--- config.mk ---
export PLATFORM = sky130hd
export DESIGN_NAME = serial_address_modifier
export DESIGN_NICKNAME = d
export VERILOG_FILES = /design/src/core/addr_mod_pkg.sv /design/src/core/serial_address_modifier.sv
export SDC_FILE = /design/constraint.sdc
export NUM_CORES = 1
export LEC_CHECK = 0
export BUFFER_PORTS_ARGS = -buffer_cell sky130_fd_sc_hd__buf_2
export CAP_MARGIN = 20
export CORE_MARGIN = 2
export CORE_UTILIZATION = 50
export CTS_BUF_LIST = sky130_fd_sc_hd__clkbuf_16
export DETAILED_ROUTE_END_ITERATION = 10
export PLACE_DENSITY_LB_ADDON = 0.08
export SYNTH_ARGS = -nofsm -noshare
export SYNTH_HDL_FRONTEND = slang
export SYNTH_SLANG_ARGS = --single-unit
--- constraint.sdc ---
create_clock -name clock -period 3.7 [get_ports clock]
set_input_delay 0.74 -clock clock [delete_from_list [all_inputs] [get_ports clock]]
set_output_delay 0.74 -clock clock [all_outputs]
set_load 0.05 [all_outputs]
--- src/core/addr_mod_pkg.sv ---
// package: bit times, phases, opcodes, register map and reset values for the address modifier
package addr_mod_pkg;

    // bit time codes: Tk is k+1, the final bit time is zero, counting down
    localparam logic [4:0] BT_T24 = 5'h19;
    localparam logic [4:0] BT_T23 = 5'h18;
    localparam logic [4:0] BT_T10 = 5'h0B;
    localparam logic [4:0] BT_T9  = 5'h0A;
    localparam logic [4:0] BT_T0  = 5'h01;
    localparam logic [4:0] BT_TP  = 5'h00;

    // phase counter values used here
    localparam logic [2:0] PH0 = 3'h0;
    localparam logic [2:0] PH1 = 3'h1;
    localparam logic [2:0] PH7 = 3'h7;

    // opcodes (octal 20, 01, 41, 43)
    localparam logic [5:0] OP_NOP = 6'h10;
    localparam logic [5:0] OP_BRU = 6'h01;
    localparam logic [5:0] OP_BRX = 6'h21;
    localparam logic [5:0] OP_BRM = 6'h23;

    // register byte offsets
    localparam logic [4:0] OFF_CTRL   = 5'h00;
    localparam logic [4:0] OFF_STATUS = 5'h04;
    localparam logic [4:0] OFF_PC     = 5'h08;
    localparam logic [4:0] OFF_ADDR   = 5'h0C;
    localparam logic [4:0] OFF_INSTR  = 5'h10;

    // status field positions
    localparam int ST_PHASE_LSB = 0;
    localparam int ST_INDEX     = 3;
    localparam int ST_INDIRECT  = 4;
    localparam int ST_TRAP      = 5;
    localparam int ST_OVERFLOW  = 6;
    localparam int ST_CARRY     = 7;
    localparam int ST_OP_LSB    = 8;

    // reset values
    localparam logic [2:0]  RST_PHASE = PH0;
    localparam logic [13:0] RST_PC    = 14'h0000;
    localparam logic [23:0] RST_WORD  = 24'h000000;

    // register port request
    typedef struct packed {
        logic [4:0]  addr;
        logic [31:0] wdata;
        logic        we;
        logic        re;
    } bus_req_s;

endpackage

--- src/core/serial_address_modifier.sv ---
// serial effective-address preparation: adder, indexing, indirect chaining and program-operator trap
//
// Behaviour
// - serial full adder, sum is xor, no delay
// - addend takes instruction register low end
// - instruction starts T24, shifts right through adder
// - carry held clear in phase zero unless indexing
// - index flag set at T24, cleared final bit
// - augend is index bits or zero
// - sum written back only T23 to T10
// - branch opcodes shift sum into counter
// - address copied to memory address at T9
// - opcode loaded at T24 unless indirect/trap
// - indirect flag set on indirect bit at T24
// - single-cycle ops ignore indirect bit
// - indirect holds phase, reloads word from memory
// - extra cycle suppresses opcode, clears on no-indirect
// - every indirect cycle may index again
// - trap flag set at T24, cleared next T24
// - trap shifts opcode field into counter
// - seven zeros follow, opcode stays no-op
// - indirect bit at T9, overflow at T0
// - final bit clears memory data, starts write
// - address cleared T10, trap keeps it zero
// - trap goes to phase seven, fetches anew
//
// Decided for this implementation: the placing of the registers and the plain strobed port.
`timescale 1ns/10ps

module serial_address_modifier (
    input  wire logic                     clock,
    input  wire logic                     rst_n,
    input  wire addr_mod_pkg::bus_req_s   req,
    output logic [31:0]                   rdata,
    input  wire logic                     timeshare_active,
    input  wire logic                     index_serial,
    input  wire logic                     single_cycle_op,
    input  wire logic                     exec_done,
    input  wire logic                     overflow_set,
    input  wire logic [23:0]              mem_rdata,
    output logic [13:0]                   mem_addr,
    output logic [23:0]                   mem_wdata,
    output logic                          mem_cycle_start,
    output logic [4:0]                    bit_time,
    output logic [2:0]                    phase,
    output logic [5:0]                    op_code,
    output logic                          add_sum
);
    import addr_mod_pkg::*;

    logic [4:0]  bt_r, bt_nxt;
    logic [2:0]  phase_r, phase_nxt;
    logic [0:23] c_r, c_nxt;
    logic [13:0] pc_r, pc_nxt;
    logic [13:0] addr_r, addr_nxt;
    logic [23:0] wdata_r, wdata_nxt;
    logic [6:0]  tgt_r, tgt_nxt;
    logic [5:0]  op_r, op_nxt;
    logic        carry_ff, carry_nxt;
    logic        index_pending, index_nxt;
    logic        indirect_pending, indirect_nxt;
    logic        prog_operator_flag, prog_nxt;
    logic        overflow_flag, overflow_nxt;
    logic        start_r, start_nxt;
    logic        run_r, run_nxt;
    logic [31:0] rdata_r, rdata_nxt;

    logic        augend_in;
    logic        addend_in;
    logic        sum;
    logic        ph0;
    logic        win;
    logic        shift_c;
    logic        branch_op;
    logic        prog_operator_bit;
    logic        indirect_bit;
    logic        index_bit;

    ////////////////////////////////////////////////////////////////////////////
    // adder and decode

    // sum is pure combinational: no cycle of delay between inputs and sum
    assign ph0               = (phase_r == PH0);
    assign win               = (bt_r <= BT_T23) && (bt_r >= BT_T10);
    assign shift_c           = ph0 && (bt_r != BT_T24) && (bt_r != BT_TP);
    assign prog_operator_bit = c_r[2];
    assign indirect_bit      = c_r[9];
    assign index_bit         = c_r[1];
    assign augend_in         = index_pending ? index_serial : 1'b0;
    assign addend_in         = (ph0 && !timeshare_active) ? c_r[23] : 1'b0;
    assign sum               = augend_in ^ addend_in ^ carry_ff;
    // branch indexing only on a direct, non-trap cycle of a branch opcode
    assign branch_op         = ((op_r == OP_BRU) || (op_r == OP_BRX) || (op_r == OP_BRM))
                               && !indirect_pending && !prog_operator_flag;

    ////////////////////////////////////////////////////////////////////////////
    // next-state logic

    // everything but the bit timer, the overflow latch and the register port idles while a time-share cycle owns memory
    always_comb begin
        bt_nxt        = (bt_r == BT_TP) ? BT_T24 : bt_r - 5'h01;
        phase_nxt     = phase_r;
        c_nxt         = c_r;
        pc_nxt        = pc_r;
        addr_nxt      = addr_r;
        wdata_nxt     = wdata_r;
        tgt_nxt       = tgt_r;
        op_nxt        = op_r;
        carry_nxt     = carry_ff;
        index_nxt     = index_pending;
        indirect_nxt  = indirect_pending;
        prog_nxt      = prog_operator_flag;
        overflow_nxt  = overflow_flag;
        start_nxt     = 1'b0;
        run_nxt       = run_r;
        rdata_nxt     = 32'h00000000;
        if (!timeshare_active) begin
            // carry starts every address sum from zero
            if (ph0) begin
                if (bt_r == BT_T24 || !index_pending) begin
                    carry_nxt = 1'b0;
                end else if (win) begin
                    carry_nxt = (augend_in & addend_in) | (carry_ff & (augend_in ^ addend_in));
                end
            end
            // instruction register shifts right through the adder
            if (shift_c) begin
                c_nxt[1:23] = c_r[0:22];
                if (prog_operator_flag) begin
                    if (win) begin
                        c_nxt[0] = pc_r[0];
                    end else if (bt_r == BT_T9) begin
                        c_nxt[0] = 1'b1;
                    end else if (bt_r == BT_T0) begin
                        c_nxt[0] = overflow_flag;
                    end else begin
                        c_nxt[0] = 1'b0;
                    end
                end else if (win && !branch_op) begin
                    c_nxt[0] = sum;
                end else begin
                    c_nxt[0] = c_r[23];
                end
            end
            // counter takes the indexed branch target or the trap vector
            if (ph0 && win && (branch_op || prog_operator_flag)) begin
                if (prog_operator_flag) begin
                    pc_nxt  = {tgt_r[0], pc_r[13:1]};
                    tgt_nxt = {1'b0, tgt_r[6:1]};
                end else begin
                    pc_nxt  = {sum, pc_r[13:1]};
                end
            end
            // trap word moves into memory data at the T24 after its build
            if (bt_r == BT_T24 && prog_operator_flag) begin
                prog_nxt  = 1'b0;
                wdata_nxt = c_r;
            end
            // instruction start decisions at T24 of phase zero
            if (ph0 && bt_r == BT_T24 && run_r) begin
                if (index_bit) begin
                    index_nxt = 1'b1;
                end
                if (!indirect_pending && !prog_operator_bit) begin
                    op_nxt = c_r[3:8];
                end
                if (!indirect_pending && prog_operator_bit) begin
                    prog_nxt = 1'b1;
                    tgt_nxt  = c_r[2:8];
                    op_nxt   = OP_NOP;
                end
                if (!indirect_pending && indirect_bit && !prog_operator_bit) begin
                    indirect_nxt = 1'b1;
                end else if (indirect_pending && !indirect_bit) begin
                    indirect_nxt = 1'b0;
                end
            end
            if (bt_r == BT_TP) begin
                index_nxt = 1'b0;
            end
            // memory address: cleared at T10, loaded at T9 except in the trap
            if (ph0 && bt_r == BT_T10) begin
                addr_nxt = '0;
            end
            if (ph0 && bt_r == BT_T9 && !prog_operator_flag) begin
                addr_nxt = c_r[0:13];
            end
            if (ph0 && bt_r == BT_T0 && prog_operator_flag) begin
                overflow_nxt = 1'b0;
            end
            // phase sequencing at the final bit time
            if (bt_r == BT_TP) begin
                unique case (phase_r)
                    PH0: begin
                        if (prog_operator_flag) begin
                            phase_nxt = PH7;
                            wdata_nxt = RST_WORD;
                            start_nxt = 1'b1;
                        end else if (indirect_pending && !single_cycle_op) begin
                            c_nxt = mem_rdata;
                        end else begin
                            phase_nxt = PH1;
                        end
                    end
                    PH7: begin
                        phase_nxt = PH0;
                        c_nxt     = mem_rdata;
                    end
                    default: begin
                        if (exec_done) begin
                            phase_nxt = PH0;
                            c_nxt     = mem_rdata;
                        end
                    end
                endcase
            end
            if (phase_r == PH7 && bt_r == BT_T9) begin
                addr_nxt = pc_r;
            end
        end
        // an overflow arriving in the clearing cycle is kept
        if (overflow_set) begin
            overflow_nxt = 1'b1;
        end
        // register writes take priority over the serial datapath
        if (req.we) begin
            unique case (req.addr)
                OFF_CTRL:  run_nxt = req.wdata[0];
                OFF_PC:    pc_nxt  = req.wdata[13:0];
                OFF_INSTR: c_nxt   = req.wdata[23:0];
                default:   ;
            endcase
        end
        if (req.re) begin
            unique case (req.addr)
                OFF_CTRL:   rdata_nxt = {31'h00000000, run_r};
                OFF_STATUS: rdata_nxt = {18'h00000, op_r, carry_ff, overflow_flag, prog_operator_flag,
                                         indirect_pending, index_pending, phase_r};
                OFF_PC:     rdata_nxt = {18'h00000, pc_r};
                OFF_ADDR:   rdata_nxt = {18'h00000, addr_r};
                OFF_INSTR:  rdata_nxt = {8'h00, c_r};
                default:    rdata_nxt = 32'h00000000;
            endcase
        end
    end

    ////////////////////////////////////////////////////////////////////////////
    // state registers

    // synchronous reset; the machine wakes stopped at T24 of phase zero
    always_ff @(posedge clock) begin
        if (!rst_n) begin
            bt_r               <= BT_T24;
            phase_r            <= RST_PHASE;
            c_r                <= RST_WORD;
            pc_r               <= RST_PC;
            addr_r             <= 14'h0000;
            wdata_r            <= RST_WORD;
            tgt_r              <= 7'h00;
            op_r               <= OP_NOP;
            carry_ff           <= 1'b0;
            index_pending      <= 1'b0;
            indirect_pending   <= 1'b0;
            prog_operator_flag <= 1'b0;
            overflow_flag      <= 1'b0;
            start_r            <= 1'b0;
            run_r              <= 1'b0;
            rdata_r            <= 32'h00000000;
        end else begin
            bt_r               <= bt_nxt;
            phase_r            <= phase_nxt;
            c_r                <= c_nxt;
            pc_r               <= pc_nxt;
            addr_r             <= addr_nxt;
            wdata_r            <= wdata_nxt;
            tgt_r              <= tgt_nxt;
            op_r               <= op_nxt;
            carry_ff           <= carry_nxt;
            index_pending      <= index_nxt;
            indirect_pending   <= indirect_nxt;
            prog_operator_flag <= prog_nxt;
            overflow_flag      <= overflow_nxt;
            start_r            <= start_nxt;
            run_r              <= run_nxt;
            rdata_r            <= rdata_nxt;
        end
    end

    // outputs straight from flip-flops, sum is the live adder output
    assign rdata           = rdata_r;
    assign mem_addr        = addr_r;
    assign mem_wdata       = wdata_r;
    assign mem_cycle_start = start_r;
    assign bit_time        = bt_r;
    assign phase           = phase_r;
    assign op_code         = op_r;
    assign add_sum         = sum;
endmodule // serial_address_modifier

# Word level (Yosys, flattened, before mapping)
# Index checks and enable logic that the tools add are counted.
[word_totals] ff_bits=136
[op_classes] magnitude_cmp=2 addsub=1 n_bitwise=9 reduce_logical=59 n_eq_ne=15 n_mux=53
[op_table] op="24-bit 2-to-1 mux" count=12
[op_table] op="24-bit case mux with 5 select lines" count=1
[op_table] op="14-bit 2-to-1 mux" count=8
[op_table] op="24-bit case mux with 2 select lines" count=1
[op_table] op="7-bit 2-to-1 mux" count=4
[op_table] op="1-bit logical AND" count=24
[op_table] op="1-bit 2-to-1 mux" count=21
[op_table] op="5-bit by 4-bit equality test with 1-bit output (second input constant)" count=4
[op_table] op="6-bit equality test (second input constant)" count=2
[op_table] op="6-bit 2-to-1 mux" count=2
[op_table] op="3-bit AND reduction" count=4
[op_table] op="2-bit nonzero test" count=6
[op_table] op="5-bit equality test (second input constant)" count=2
[op_table] op="5-bit logical NOT" count=2
[op_table] op="3-bit 2-to-1 mux" count=3
[op_table] op="1-bit logical NOT" count=8
[op_table] op="2-bit AND reduction" count=4
[op_table] op="6-bit by 1-bit equality test with 1-bit output (second input constant)" count=1
[op_table] op="3-bit case mux with 2 select lines" count=1
[op_table] op="3-bit nonzero test" count=2
[op_table] op="5-bit by 1-bit equality test with 1-bit output (second input constant)" count=1
[op_table] op="5-bit by 3-bit equality test with 1-bit output (second input constant)" count=1
[op_table] op="5-bit by 4-bit greater-or-equal comparator with 1-bit output (second input constant)" count=1
[op_table] op="5-bit <= comparator (second input constant)" count=1
[op_table] op="15 further kinds" count=23

# Logic depth before layout (Yosys ltp)
# Gate-level depths: netlist (run 1).
[logic_depth] depth_word=17 depth_mapped=11 depth_no_buf=9

# Worst setup path before layout (run 1)
# No wires, ideal clock.
[synth_path] path_kind="register -> output" from="reg phase_r[0] (netlist: phase[0])" to="out add_sum" path_stages_with_launch=9 path_buffers=2 path_slack_ns=0.680 arrival_time_ns=2.280 cell_sequence="dfxtp_1 inv_1 ha_1 buf_2 nor2b_1 buf_2 nand2_1 fa_1 inv_1"
[synth_via] elab_chain_len=5
[synth_rtl] item="start: declaration" line="serial_address_modifier.sv:52" source="logic [2:0] phase_r, phase_nxt;"
[synth_rtl] item="start signal: assignment" line="serial_address_modifier.sv:271" source="phase_r <= phase_nxt;"
[synth_rtl] item="3-bit logical NOT" line="serial_address_modifier.sv:83" source="assign ph0 = (phase_r == PH0);"
[synth_rtl] item="via ph0" line="serial_address_modifier.sv:71" source="logic ph0;"
[synth_rtl] item="1-bit logical AND" line="serial_address_modifier.sv:90" source="assign addend_in = (ph0 && !timeshare_active) ? c_r[23] : 1'b0;"
[synth_rtl] item="1-bit 2-to-1 mux" line="serial_address_modifier.sv:90"
[synth_rtl] item="1-bit bitwise XOR (2 in series)" line="serial_address_modifier.sv:91" source="assign sum = augend_in ^ addend_in ^ carry_ff;"
[synth_rtl] item="end: declaration" line="serial_address_modifier.sv:47" source="output logic add_sum"
# The timed path passes the listed nets, and every way through them passes these cells.

# Final worst setup path (run 1)
[layout_path] from="reg phase_r[1] (netlist: phase[1])" to="out add_sum"
# The elaborated chain is that of the path after synthesis.

==> impl_metrics.prom, run 1 <==
# TYPE chip_impl_metric gauge
chip_impl_info{name="run_status",value="complete, no violations"} 1
chip_impl_metric{name="seqCellArea",unit="sq mm"} 0.00254
chip_impl_metric{name="timing.final.crit_share",unit="%"} 82.0
chip_impl_metric{name="core_region_area",unit="sq mm"} 0.0115
chip_impl_metric{name="grt_util_all_layers",unit="%"} 29.4
chip_impl_metric{name="numCtsBuffers",unit=""} 17
chip_impl_metric{name="detailedPlace.worstSlack",unit="ns"} 0.932
chip_impl_metric{name="layout_min_cycle_time",unit="ns"} 3.03
chip_impl_metric{name="grt_overflow",unit=""} 0
chip_impl_metric{name="syn-cell-area",unit="sq mm"} 0.00592
chip_impl_metric{name="cellLeakagePower",unit="uW"} 0.00292
chip_impl_metric{name="setup_slack_after_layout",unit="ns"} 0.667
chip_impl_metric{name="synth-xor-area-share",unit="%"} 0.296
chip_impl_metric{name="layout.filler_cells",unit=""} 1008
chip_impl_metric{name="hold_ws",unit="ns"} 0.466
chip_impl_info{name="cts.root.buffer_cell",value="sky130_fd_sc_hd__clkbuf_16"} 1
chip_impl_metric{name="m1WireLength",unit="mm"} 8.40
chip_impl_metric{name="synth_simple_gate_area_share",unit="%"} 13.7
chip_impl_metric{name="report.final.slew_viol_count",unit=""} 0
chip_impl_metric{name="ys_seq_elements",unit=""} 127
chip_impl_metric{name="post_synth_mux_area_share",unit="%"} 3.93
chip_impl_metric{name="multiInputGateArea",unit="sq mm"} 0.00303
chip_impl_metric{name="crit_arrival",unit="ns"} 2.29
chip_impl_metric{name="post_cts_resized",unit=""} 0
chip_impl_metric{name="synth.lib_cells_used.distinct",unit=""} 65
chip_impl_metric{name="layout.core_utilization",unit="%"} 62.9
chip_impl_metric{name="initial_core_util",unit="%"} 51.6
chip_impl_metric{name="timing.clock.skew",unit="ns"} 0.0108
chip_impl_metric{name="initial_drc_count",unit=""} 765
chip_impl_metric{name="timing.fmax",unit="MHz"} 330
chip_impl_metric{name="cts_hold_buffers",unit=""} 0
chip_impl_metric{name="fin_area",unit="sq mm"} 0.00721
chip_impl_metric{name="dp_hpwl",unit="mm"} 13.5
chip_impl_metric{name="cpPeakStageDelay",unit="ns"} 0.49
chip_impl_info{name="dominant_combinational_cell_family_by_area_after_synthesis",value="compound AO/OA/AOI/OAI gates"} 1
chip_impl_info{name="cpLargestDelayFamily",value="adder cells"} 1
chip_impl_info{name="crit_top_cell",value="sky130_fd_sc_hd__inv_1"} 1
chip_impl_info{name="synth_top_cell_by_area",value="sky130_fd_sc_hd__dfxtp_1"} 1
chip_impl_metric{name="required",unit="ns"} 2.96
chip_impl_metric{name="max-vdd-ir-drop",unit="V"} 0.000322
chip_impl_metric{name="detail_route.vias_per_cell",unit=""} 6.30
chip_impl_info{name="crit_path_top_delay_cell",value="sky130_fd_sc_hd__fa_1"} 1
chip_impl_metric{name="report.final.setup_viol",unit=""} 0
chip_impl_metric{name="grt_max_degree",unit=""} 34
chip_impl_info{name="worstSetupEndpointType",value="output pin"} 1
chip_impl_metric{name="synth_top_cell_area_share",unit="%"} 43.0
chip_impl_metric{name="ctsLongestPathBuffers",unit=""} 2
chip_impl_info{name="highest-signal-layer",value="met4"} 1
chip_impl_info{name="holdCritPathClass",value="reg2reg"} 1
chip_impl_metric{name="clock_latency",unit="ns"} 0.42
chip_impl_metric{name="ios",unit=""} 156
chip_impl_info{name="synth_area_leaders",value="sky130_fd_sc_hd__dfxtp_1 (43%), sky130_fd_sc_hd__a21oi_1 (6.1%), sky130_fd_sc_hd__a22oi_1 (4.9%), sky130_fd_sc_hd__a221o_1 (3.9%), sky130_fd_sc_hd__o21ai_0 (3.7%)"} 1
chip_impl_metric{name="powerDensity",unit="mW/mm^2"} 468
chip_impl_metric{name="pre_antenna_drt_iters",unit=""} 9
chip_impl_metric{name="synth_compound_area_share",unit="%"} 31.0
chip_impl_metric{name="post_detailed_route_count_of_antenna_violating_nets",unit=""} 0
chip_impl_metric{name="gpl.final_weighted_congestion",unit=""} 0.919
chip_impl_metric{name="n_antenna_cell",unit=""} 0
chip_impl_metric{name="worst-path-max-fanout",unit=""} 6
chip_impl_metric{name="synthAdderAreaFrac",unit="%"} 1.82
chip_impl_metric{name="placement_rows",unit=""} 39
chip_impl_metric{name="grt_pass1_wl",unit="mm"} 29.2
chip_impl_metric{name="drt-wirelength-per-cell",unit="um"} 20.7
chip_impl_metric{name="drt-total-wl",unit="mm"} 19.1
chip_impl_metric{name="die_wd",unit="um"} 113
chip_impl_metric{name="edff_count_synth",unit=""} 0
chip_impl_metric{name="signed_area_change_from_the_synthesized_netlist_to_the_final_layout",unit="%"} 21.8
chip_impl_metric{name="grt_antenna_before_repair",unit=""} 0
chip_impl_metric{name="avg_synthesized_cell_area",unit="sq um"} 9.06
chip_impl_metric{name="total_number_of_vias",unit=""} 5818
chip_impl_metric{name="fraction_of_layout_instances_using_a_drive_strength_above_1",unit="%"} 26.4
chip_impl_metric{name="cp_num_buf_inv",unit=""} 3
chip_impl_metric{name="die-area",unit="sq mm"} 0.0127
chip_impl_metric{name="post_synth_inst_count",unit=""} 653
chip_impl_metric{name="dr_wl_met2",unit="mm"} 8.79
chip_impl_metric{name="synth_seq_area_share",unit="%"} 43.0
chip_impl_metric{name="dpl-instance-area",unit="sq mm"} 0.00662
chip_impl_info{name="rsz0062_at_grt",value="no"} 1
chip_impl_metric{name="numClockSinks",unit=""} 127
chip_impl_info{name="critical_path_class",value="reg2out"} 1
chip_impl_metric{name="ys_warn_count",unit=""} 0
chip_impl_metric{name="met3RoutedLength",unit="mm"} 1.54
chip_impl_info{name="worstPathCellList",value="inv_1, ha_1, nor2b_1, nand2_1, fa_1, inv_1, buf_2"} 1
chip_impl_info{name="ys.flop_type",value="sky130_fd_sc_hd__dfxtp_1"} 1
chip_impl_info{name="timing.critical_path.from_type",value="flip-flop"} 1
chip_impl_metric{name="grt_pass1_vias",unit=""} 5297
chip_impl_metric{name="die_height",unit="um"} 113
chip_impl_metric{name="timing_worst_slew_pin_value",unit="ns"} 0.995
chip_impl_metric{name="drv.max_cap_violation_count",unit=""} 0
chip_impl_metric{name="slew-limit-headroom",unit="%"} 33.7
chip_impl_metric{name="finalHoldViolCount",unit=""} 0
chip_impl_metric{name="port_buffers",unit=""} 139
chip_impl_metric{name="cts.repair_timing.setup_buffer_count",unit=""} 0
chip_impl_metric{name="route.detailed.drc",unit=""} 0
chip_impl_metric{name="htree_levels",unit=""} 4
chip_impl_metric{name="postSynth.asyncResetShare",unit="%"} 0
chip_impl_metric{name="final_net_count",unit=""} 845
chip_impl_metric{name="worst_setup_hold_path_clk_slew",unit="ns"} 0.07
chip_impl_info{name="clock_tree_from_tritoncts",value="yes"} 1
chip_impl_metric{name="setup_tns",unit="ns"} 0
## worst min-delay path, cell delays in order (launching register included)
cell	delay, ns
sky130_fd_sc_hd__dfxtp_1	0.32
sky130_fd_sc_hd__nand2_1	0.05
sky130_fd_sc_hd__a21oi_1	0.05
## cell type report
class	count	share of cell area, %
Sequential cell	127	35.3
Clock buffer	17	5.90
Timing Repair Buffer	158	11.6
Inverter	11	0.573
Clock inverter	15	2.12
Tap cell	143	2.48
Multi-Input combinational cell	452	42.0
## flip-flops by register name, indices dropped and copies added (netlist names)
| name | flops |
|---|---|
| carry_ff | 1 |
| overflow_flag | 1 |
| mem_addr | 14 |
| op_code | 6 |
| phase | 2 |
| mem_cycle_start | 1 |
| prog_operator_flag | 1 |
| mem_wdata | 24 |
| run_r | 1 |
| tgt_r | 7 |
| c_r | 24 |
| indirect_pending | 1 |
| bit_time | 5 |
| index_pending | 1 |
| rdata | 24 |
| pc_r | 14 |
## cell usage in the layout (no fill, tap or decap), types with 16 or more instances in the layout
| master | Yosys | final |
|---|---|---|
| sky130_fd_sc_hd__buf_2 | 18 | 139 |
| sky130_fd_sc_hd__dfxtp_1 | 127 | 127 |
| sky130_fd_sc_hd__a21oi_1 | 72 | 72 |
| sky130_fd_sc_hd__nor2_1 | 54 | 54 |
| sky130_fd_sc_hd__o21ai_0 | 44 | 44 |
| sky130_fd_sc_hd__a22oi_1 | 39 | 39 |
| sky130_fd_sc_hd__nand2_1 | 33 | 33 |
| sky130_fd_sc_hd__a221o_1 | 23 | 23 |
| sky130_fd_sc_hd__o2bb2ai_1 | 23 | 23 |
| sky130_fd_sc_hd__mux2i_1 | 21 | 21 |
| sky130_fd_sc_hd__buf_4 | 10 | 19 |
| sky130_fd_sc_hd__clkbuf_16 | 0 | 17 |
| sky130_fd_sc_hd__a211oi_1 | 16 | 16 |
## per-stage QoR
| stage | power [uW] | instances |
|---|---|---|
| 3_5_place_dp | 1770 | 890 |
| 6_report | 3370 | 923 |
| 5_1_grt | 3470 | 923 |
| 3_3_place_gp | 1760 | 890 |
| 4_1_cts | 3370 | 922 |
| 2_1_floorplan | 1660 | 660 |
## cell usage after synthesis, drive strengths merged (13+ instances only)
library cell  instances
a222oi               13
nand2                33
nor2                 55
o21ai                47
buf                  30
a211oi               18
mux2i                21
a21oi                72
clkbuf               40
dfxtp               127
a221o                23
a22oi                39
o2bb2ai              23
## power breakdown
group | switching, uW | total [uW] | leakage, uW | internal [uW]
sequential | 53.3 | 1440 | 0.00103 | 1390
combinational | 198 | 300 | 0.00162 | 103
clock | 686 | 1630 | 0.000278 | 945
total | 937 | 3370 | 0.00292 | 2440
## logic make-up (layout without fill, tap and decap cells)
group | after synthesis | count (layout)
flops | 127 | 127
other cells | 1 | 8
simple gates | 151 | 151
xor+xnor | 2 | 2
mux | 23 | 23
fa+ha+maj | 8 | 8
compound gates | 260 | 260
buf+inv | 81 | 201
## routing by layer
layer	GRT usage, %	up-vias
met5	0	-
met4	10.2	0
met3	6.59	41
met2	45.8	290
met1	40.4	2803
li1	-	2684
## path summary, 6_finish.rpt
kind	from	endpoint	slack, ns	depth (start not counted)
setup / recovery	phase[1]	add_sum	0.67	7
hold / removal	mem_addr[8]	rdata[8]	0.47	2
setup reg to reg	bit_time[0]	c_r[5]	0.96	6
hold reg to reg	mem_addr[8]	rdata[8]	0.47	2
Power figures use the tool's default switching activity.
==> run 2: changes to the inputs <==
- ABC_AREA: not set -> 1
- CORE_UTILIZATION: 50 -> 49
- clock period: 3.7 -> 2.5 ns (I/O delays scaled with it)
==> impl_metrics.prom, run 2 <==
# TYPE chip_impl_metric gauge
chip_impl_metric{name="numCtsBuffers",unit=""} 17
chip_impl_info{name="synth_top_cells_by_count",value="sky130_fd_sc_hd__nand2_1 (138), sky130_fd_sc_hd__inv_1 (134), sky130_fd_sc_hd__dfxtp_1 (127)"} 1
chip_impl_metric{name="initial_core_util",unit="%"} 50.2
chip_impl_metric{name="syn-cell-area",unit="sq mm"} 0.00665
chip_impl_metric{name="signed_area_change_from_the_synthesized_netlist_to_the_final_layout",unit="%"} 23.2
chip_impl_metric{name="grt_overflow",unit=""} 0
chip_impl_info{name="hold_path_end",value="overflow_flag"} 1
chip_impl_metric{name="crit_arrival",unit="ns"} 1.95
chip_impl_metric{name="clock_latency",unit="ns"} 0.43
chip_impl_metric{name="timing.fmax",unit="MHz"} 408
chip_impl_metric{name="htree_levels",unit=""} 4
chip_impl_metric{name="die-area",unit="sq mm"} 0.0145
chip_impl_metric{name="initial_drc_count",unit=""} 720
chip_impl_metric{name="drt-total-wl",unit="mm"} 21.5
chip_impl_metric{name="placement_rows",unit=""} 42
chip_impl_metric{name="min_delay_path_depth",unit=""} 3
chip_impl_info{name="r2r_start",value="phase[1]"} 1
chip_impl_info{name="synth_top_cell_by_area",value="sky130_fd_sc_hd__dfxtp_1"} 1
chip_impl_metric{name="ys_seq_elements",unit=""} 127
chip_impl_metric{name="drt-wirelength-per-cell",unit="um"} 17.1
chip_impl_metric{name="drv.max_cap_violation_count",unit=""} 0
chip_impl_metric{name="worst_setup_hold_path_clk_slew",unit="ns"} 0.05
chip_impl_metric{name="powerDensity",unit="mW/mm^2"} 664
chip_impl_metric{name="layout.filler_cells",unit=""} 1320
chip_impl_metric{name="ctsLongestPathBuffers",unit=""} 2
chip_impl_metric{name="numClockSinks",unit=""} 127
chip_impl_metric{name="avg_synthesized_cell_area",unit="sq um"} 7.09
chip_impl_metric{name="worst-r2r-cell-count",unit=""} 16
chip_impl_metric{name="finalHoldViolCount",unit=""} 0
chip_impl_info{name="clock_tree_from_tritoncts",value="yes"} 1
chip_impl_metric{name="edff_count_synth",unit=""} 0
chip_impl_info{name="holdCritPathClass",value="in2reg"} 1
chip_impl_info{name="ys.flop_type",value="sky130_fd_sc_hd__dfxtp_1"} 1
chip_impl_metric{name="synth.lib_cells_used.distinct",unit=""} 47
chip_impl_metric{name="dpl-instance-area",unit="sq mm"} 0.00752
chip_impl_metric{name="required",unit="ns"} 2.00
chip_impl_metric{name="slew-limit-headroom",unit="%"} 53.3
chip_impl_metric{name="max-vdd-ir-drop",unit="V"} 0.000422
chip_impl_metric{name="ios",unit=""} 156
chip_impl_metric{name="seqCellArea",unit="sq mm"} 0.00255
chip_impl_metric{name="synth_seq_area_share",unit="%"} 38.2
chip_impl_metric{name="post_synth_inst_count",unit=""} 938
chip_impl_metric{name="die_wd",unit="um"} 120
chip_impl_info{name="timing.critical_path.from_type",value="flip-flop"} 1
chip_impl_metric{name="post_detailed_route_count_of_antenna_violating_nets",unit=""} 0
chip_impl_metric{name="hold_ws",unit="ns"} 0.319
chip_impl_info{name="worstReg2RegEnd",value="c_r[0]"} 1
chip_impl_metric{name="pre_antenna_drt_iters",unit=""} 6
chip_impl_metric{name="timing.final.crit_share",unit="%"} 97.9
chip_impl_metric{name="route.detailed.drc",unit=""} 0
chip_impl_metric{name="gpl.final_weighted_congestion",unit=""} 0.960
chip_impl_metric{name="multiInputGateArea",unit="sq mm"} 0.00325
chip_impl_info{name="worstSetupEndpointType",value="output pin"} 1
chip_impl_metric{name="fraction_of_layout_instances_using_a_drive_strength_above_1",unit="%"} 21.8
chip_impl_metric{name="grt_antenna_before_repair",unit=""} 0
chip_impl_metric{name="report.final.slew_viol_count",unit=""} 0
chip_impl_metric{name="timing.clock.skew",unit="ns"} 0.0111
chip_impl_metric{name="worst-path-max-fanout",unit=""} 5
chip_impl_info{name="cts.root.buffer_cell",value="sky130_fd_sc_hd__clkbuf_16"} 1
chip_impl_metric{name="timing_worst_slew_pin_value",unit="ns"} 0.700
chip_impl_metric{name="ys_warn_count",unit=""} 0
chip_impl_metric{name="final_net_count",unit=""} 1149
chip_impl_metric{name="cellLeakagePower",unit="uW"} 0.00367
chip_impl_info{name="final_common_cell",value="sky130_fd_sc_hd__buf_2"} 1
chip_impl_metric{name="detail_route.vias_per_cell",unit=""} 5.50
chip_impl_metric{name="die_height",unit="um"} 120
chip_impl_metric{name="port_buffers",unit=""} 139
chip_impl_info{name="synth_area_leaders",value="sky130_fd_sc_hd__dfxtp_1 (38%), sky130_fd_sc_hd__o21ai_0 (9.5%), sky130_fd_sc_hd__nand2_1 (7.8%), sky130_fd_sc_hd__inv_1 (7.6%), sky130_fd_sc_hd__a21oi_1 (6.1%)"} 1
chip_impl_metric{name="fin_area",unit="sq mm"} 0.00819
chip_impl_info{name="synth.most_common_cell",value="sky130_fd_sc_hd__nand2_1"} 1
chip_impl_metric{name="grt_util_all_layers",unit="%"} 29.7
chip_impl_metric{name="reg2reg_slack",unit="ns"} 0.26
chip_impl_info{name="hp-start",value="overflow_set"} 1
chip_impl_metric{name="n_antenna_cell",unit=""} 0
chip_impl_metric{name="dp_hpwl",unit="mm"} 15.4
chip_impl_info{name="critical_path_class",value="reg2out"} 1
chip_impl_metric{name="report.final.setup_viol",unit=""} 0
chip_impl_metric{name="postSynth.asyncResetShare",unit="%"} 0
chip_impl_metric{name="grt_pass1_vias",unit=""} 6092
chip_impl_metric{name="synth_top_cell_area_share",unit="%"} 38.2
chip_impl_metric{name="total_number_of_vias",unit=""} 6921
chip_impl_metric{name="grt_max_degree",unit=""} 49
chip_impl_info{name="highest_count_cells_in_the_layout_ignoring_fill_and_taps",value="sky130_fd_sc_hd__buf_2 (138), sky130_fd_sc_hd__nand2_1 (137), sky130_fd_sc_hd__inv_1 (136)"} 1
chip_impl_metric{name="grt_pass1_wl",unit="mm"} 33.5
chip_impl_metric{name="core_region_area",unit="sq mm"} 0.0132
chip_impl_metric{name="layout_min_cycle_time",unit="ns"} 2.45
chip_impl_info{name="run_status",value="complete, no violations"} 1
run 2: worst max path at each step:
| stage | end | depth (start not counted) | startpoint |
|---|---|---|---|
| finish | add_sum | 8 | phase[1] |
| detailed placement | c_r[0] | 15 | phase[1] |
| CTS | add_sum | 8 | phase[0] |
| global placement | c_r[0] | 15 | phase[1] |
| floorplan | add_sum | 8 | phase[1] |
| global route | add_sum | 8 | phase[1] |
run 2: cell type report:
| class | instances | area share, % |
|---|---|---|
| multi-input cells | 604 | 39.7 |
| flip-flops and latches | 127 | 31.1 |
| repair buffers | 175 | 12.5 |
| inverters | 146 | 6.84 |
| clock buffers | 17 | 5.19 |
| well taps | 176 | 2.69 |
| clock inverters | 13 | 1.92 |
run 2: routing by layer:
| metal | track usage, % | vias to the layer above | share of wire, % |
|---|---|---|---|
| met5 | 0 | - | 0 |
| met1 | 43.3 | 3126 | 46 |
| met3 | 5.99 | 45 | 8.0 |
| met2 | 43.8 | 298 | 44 |
| met4 | 9.88 | 0 | 2.6 |
| li1 | - | 3452 | - |
run 2: what timing repair did:
action,in CTS,in global routing
hold endpoints to repair,0,0
gates resized for setup,6,9
hold buffers,0,0
pin swaps,1,3
setup buffers,2,4
setup endpoints to repair,1,1
run 2: cells by family after synthesis:
logic type | after synthesis | synth area share [%]
AO/OA/AOI/OAI | 343 | 30.0
XOR/XNOR | 1 | 0.132
adder cells (fa/ha/maj) | 8 | 1.62
buffers and inverters | 214 | 13.6
flip-flops | 127 | 38.2
other | 1 | 0.0564
AND/OR/NAND/NOR | 244 | 16.4
run 2: report_power, final:
part | total [uW] | switching [uW] | internal [uW]
clock | 2510 | 883 | 1620
sequential | 2190 | 96.4 | 2090
combinational | 743 | 485 | 258
total | 5440 | 1470 | 3970
run 2: worst max-delay path, cell delays in order, from the launching register on:
cell	delay (ns)
sky130_fd_sc_hd__dfxtp_4	0.36
sky130_fd_sc_hd__inv_4	0.06
sky130_fd_sc_hd__ha_4	0.15
sky130_fd_sc_hd__inv_6	0.04
sky130_fd_sc_hd__nor2_4	0.11
sky130_fd_sc_hd__nand2_2	0.06
sky130_fd_sc_hd__fa_1	0.53
sky130_fd_sc_hd__inv_1	0.06
sky130_fd_sc_hd__buf_6	0.15
run 2: through the flow:
| step | util [%] | setup slack (ns) | power, uW | std cells | TNS, ns |
|---|---|---|---|---|---|
| after floorplan | - | 0.0336 | 2720 | 945 | 0 |
| after global placement | 56.8 | 0.205 | 2940 | 1222 | 0 |
| after detailed placement | 56.8 | 0.192 | 2950 | 1222 | 0 |
| after CTS | 61.4 | 0.0296 | 5430 | 1254 | 0 |
| after global routing | 61.8 | -0.0168 | 5620 | 1258 | -0.0168 |
| final | 61.8 | 0.0520 | 5440 | 1258 | 0 |
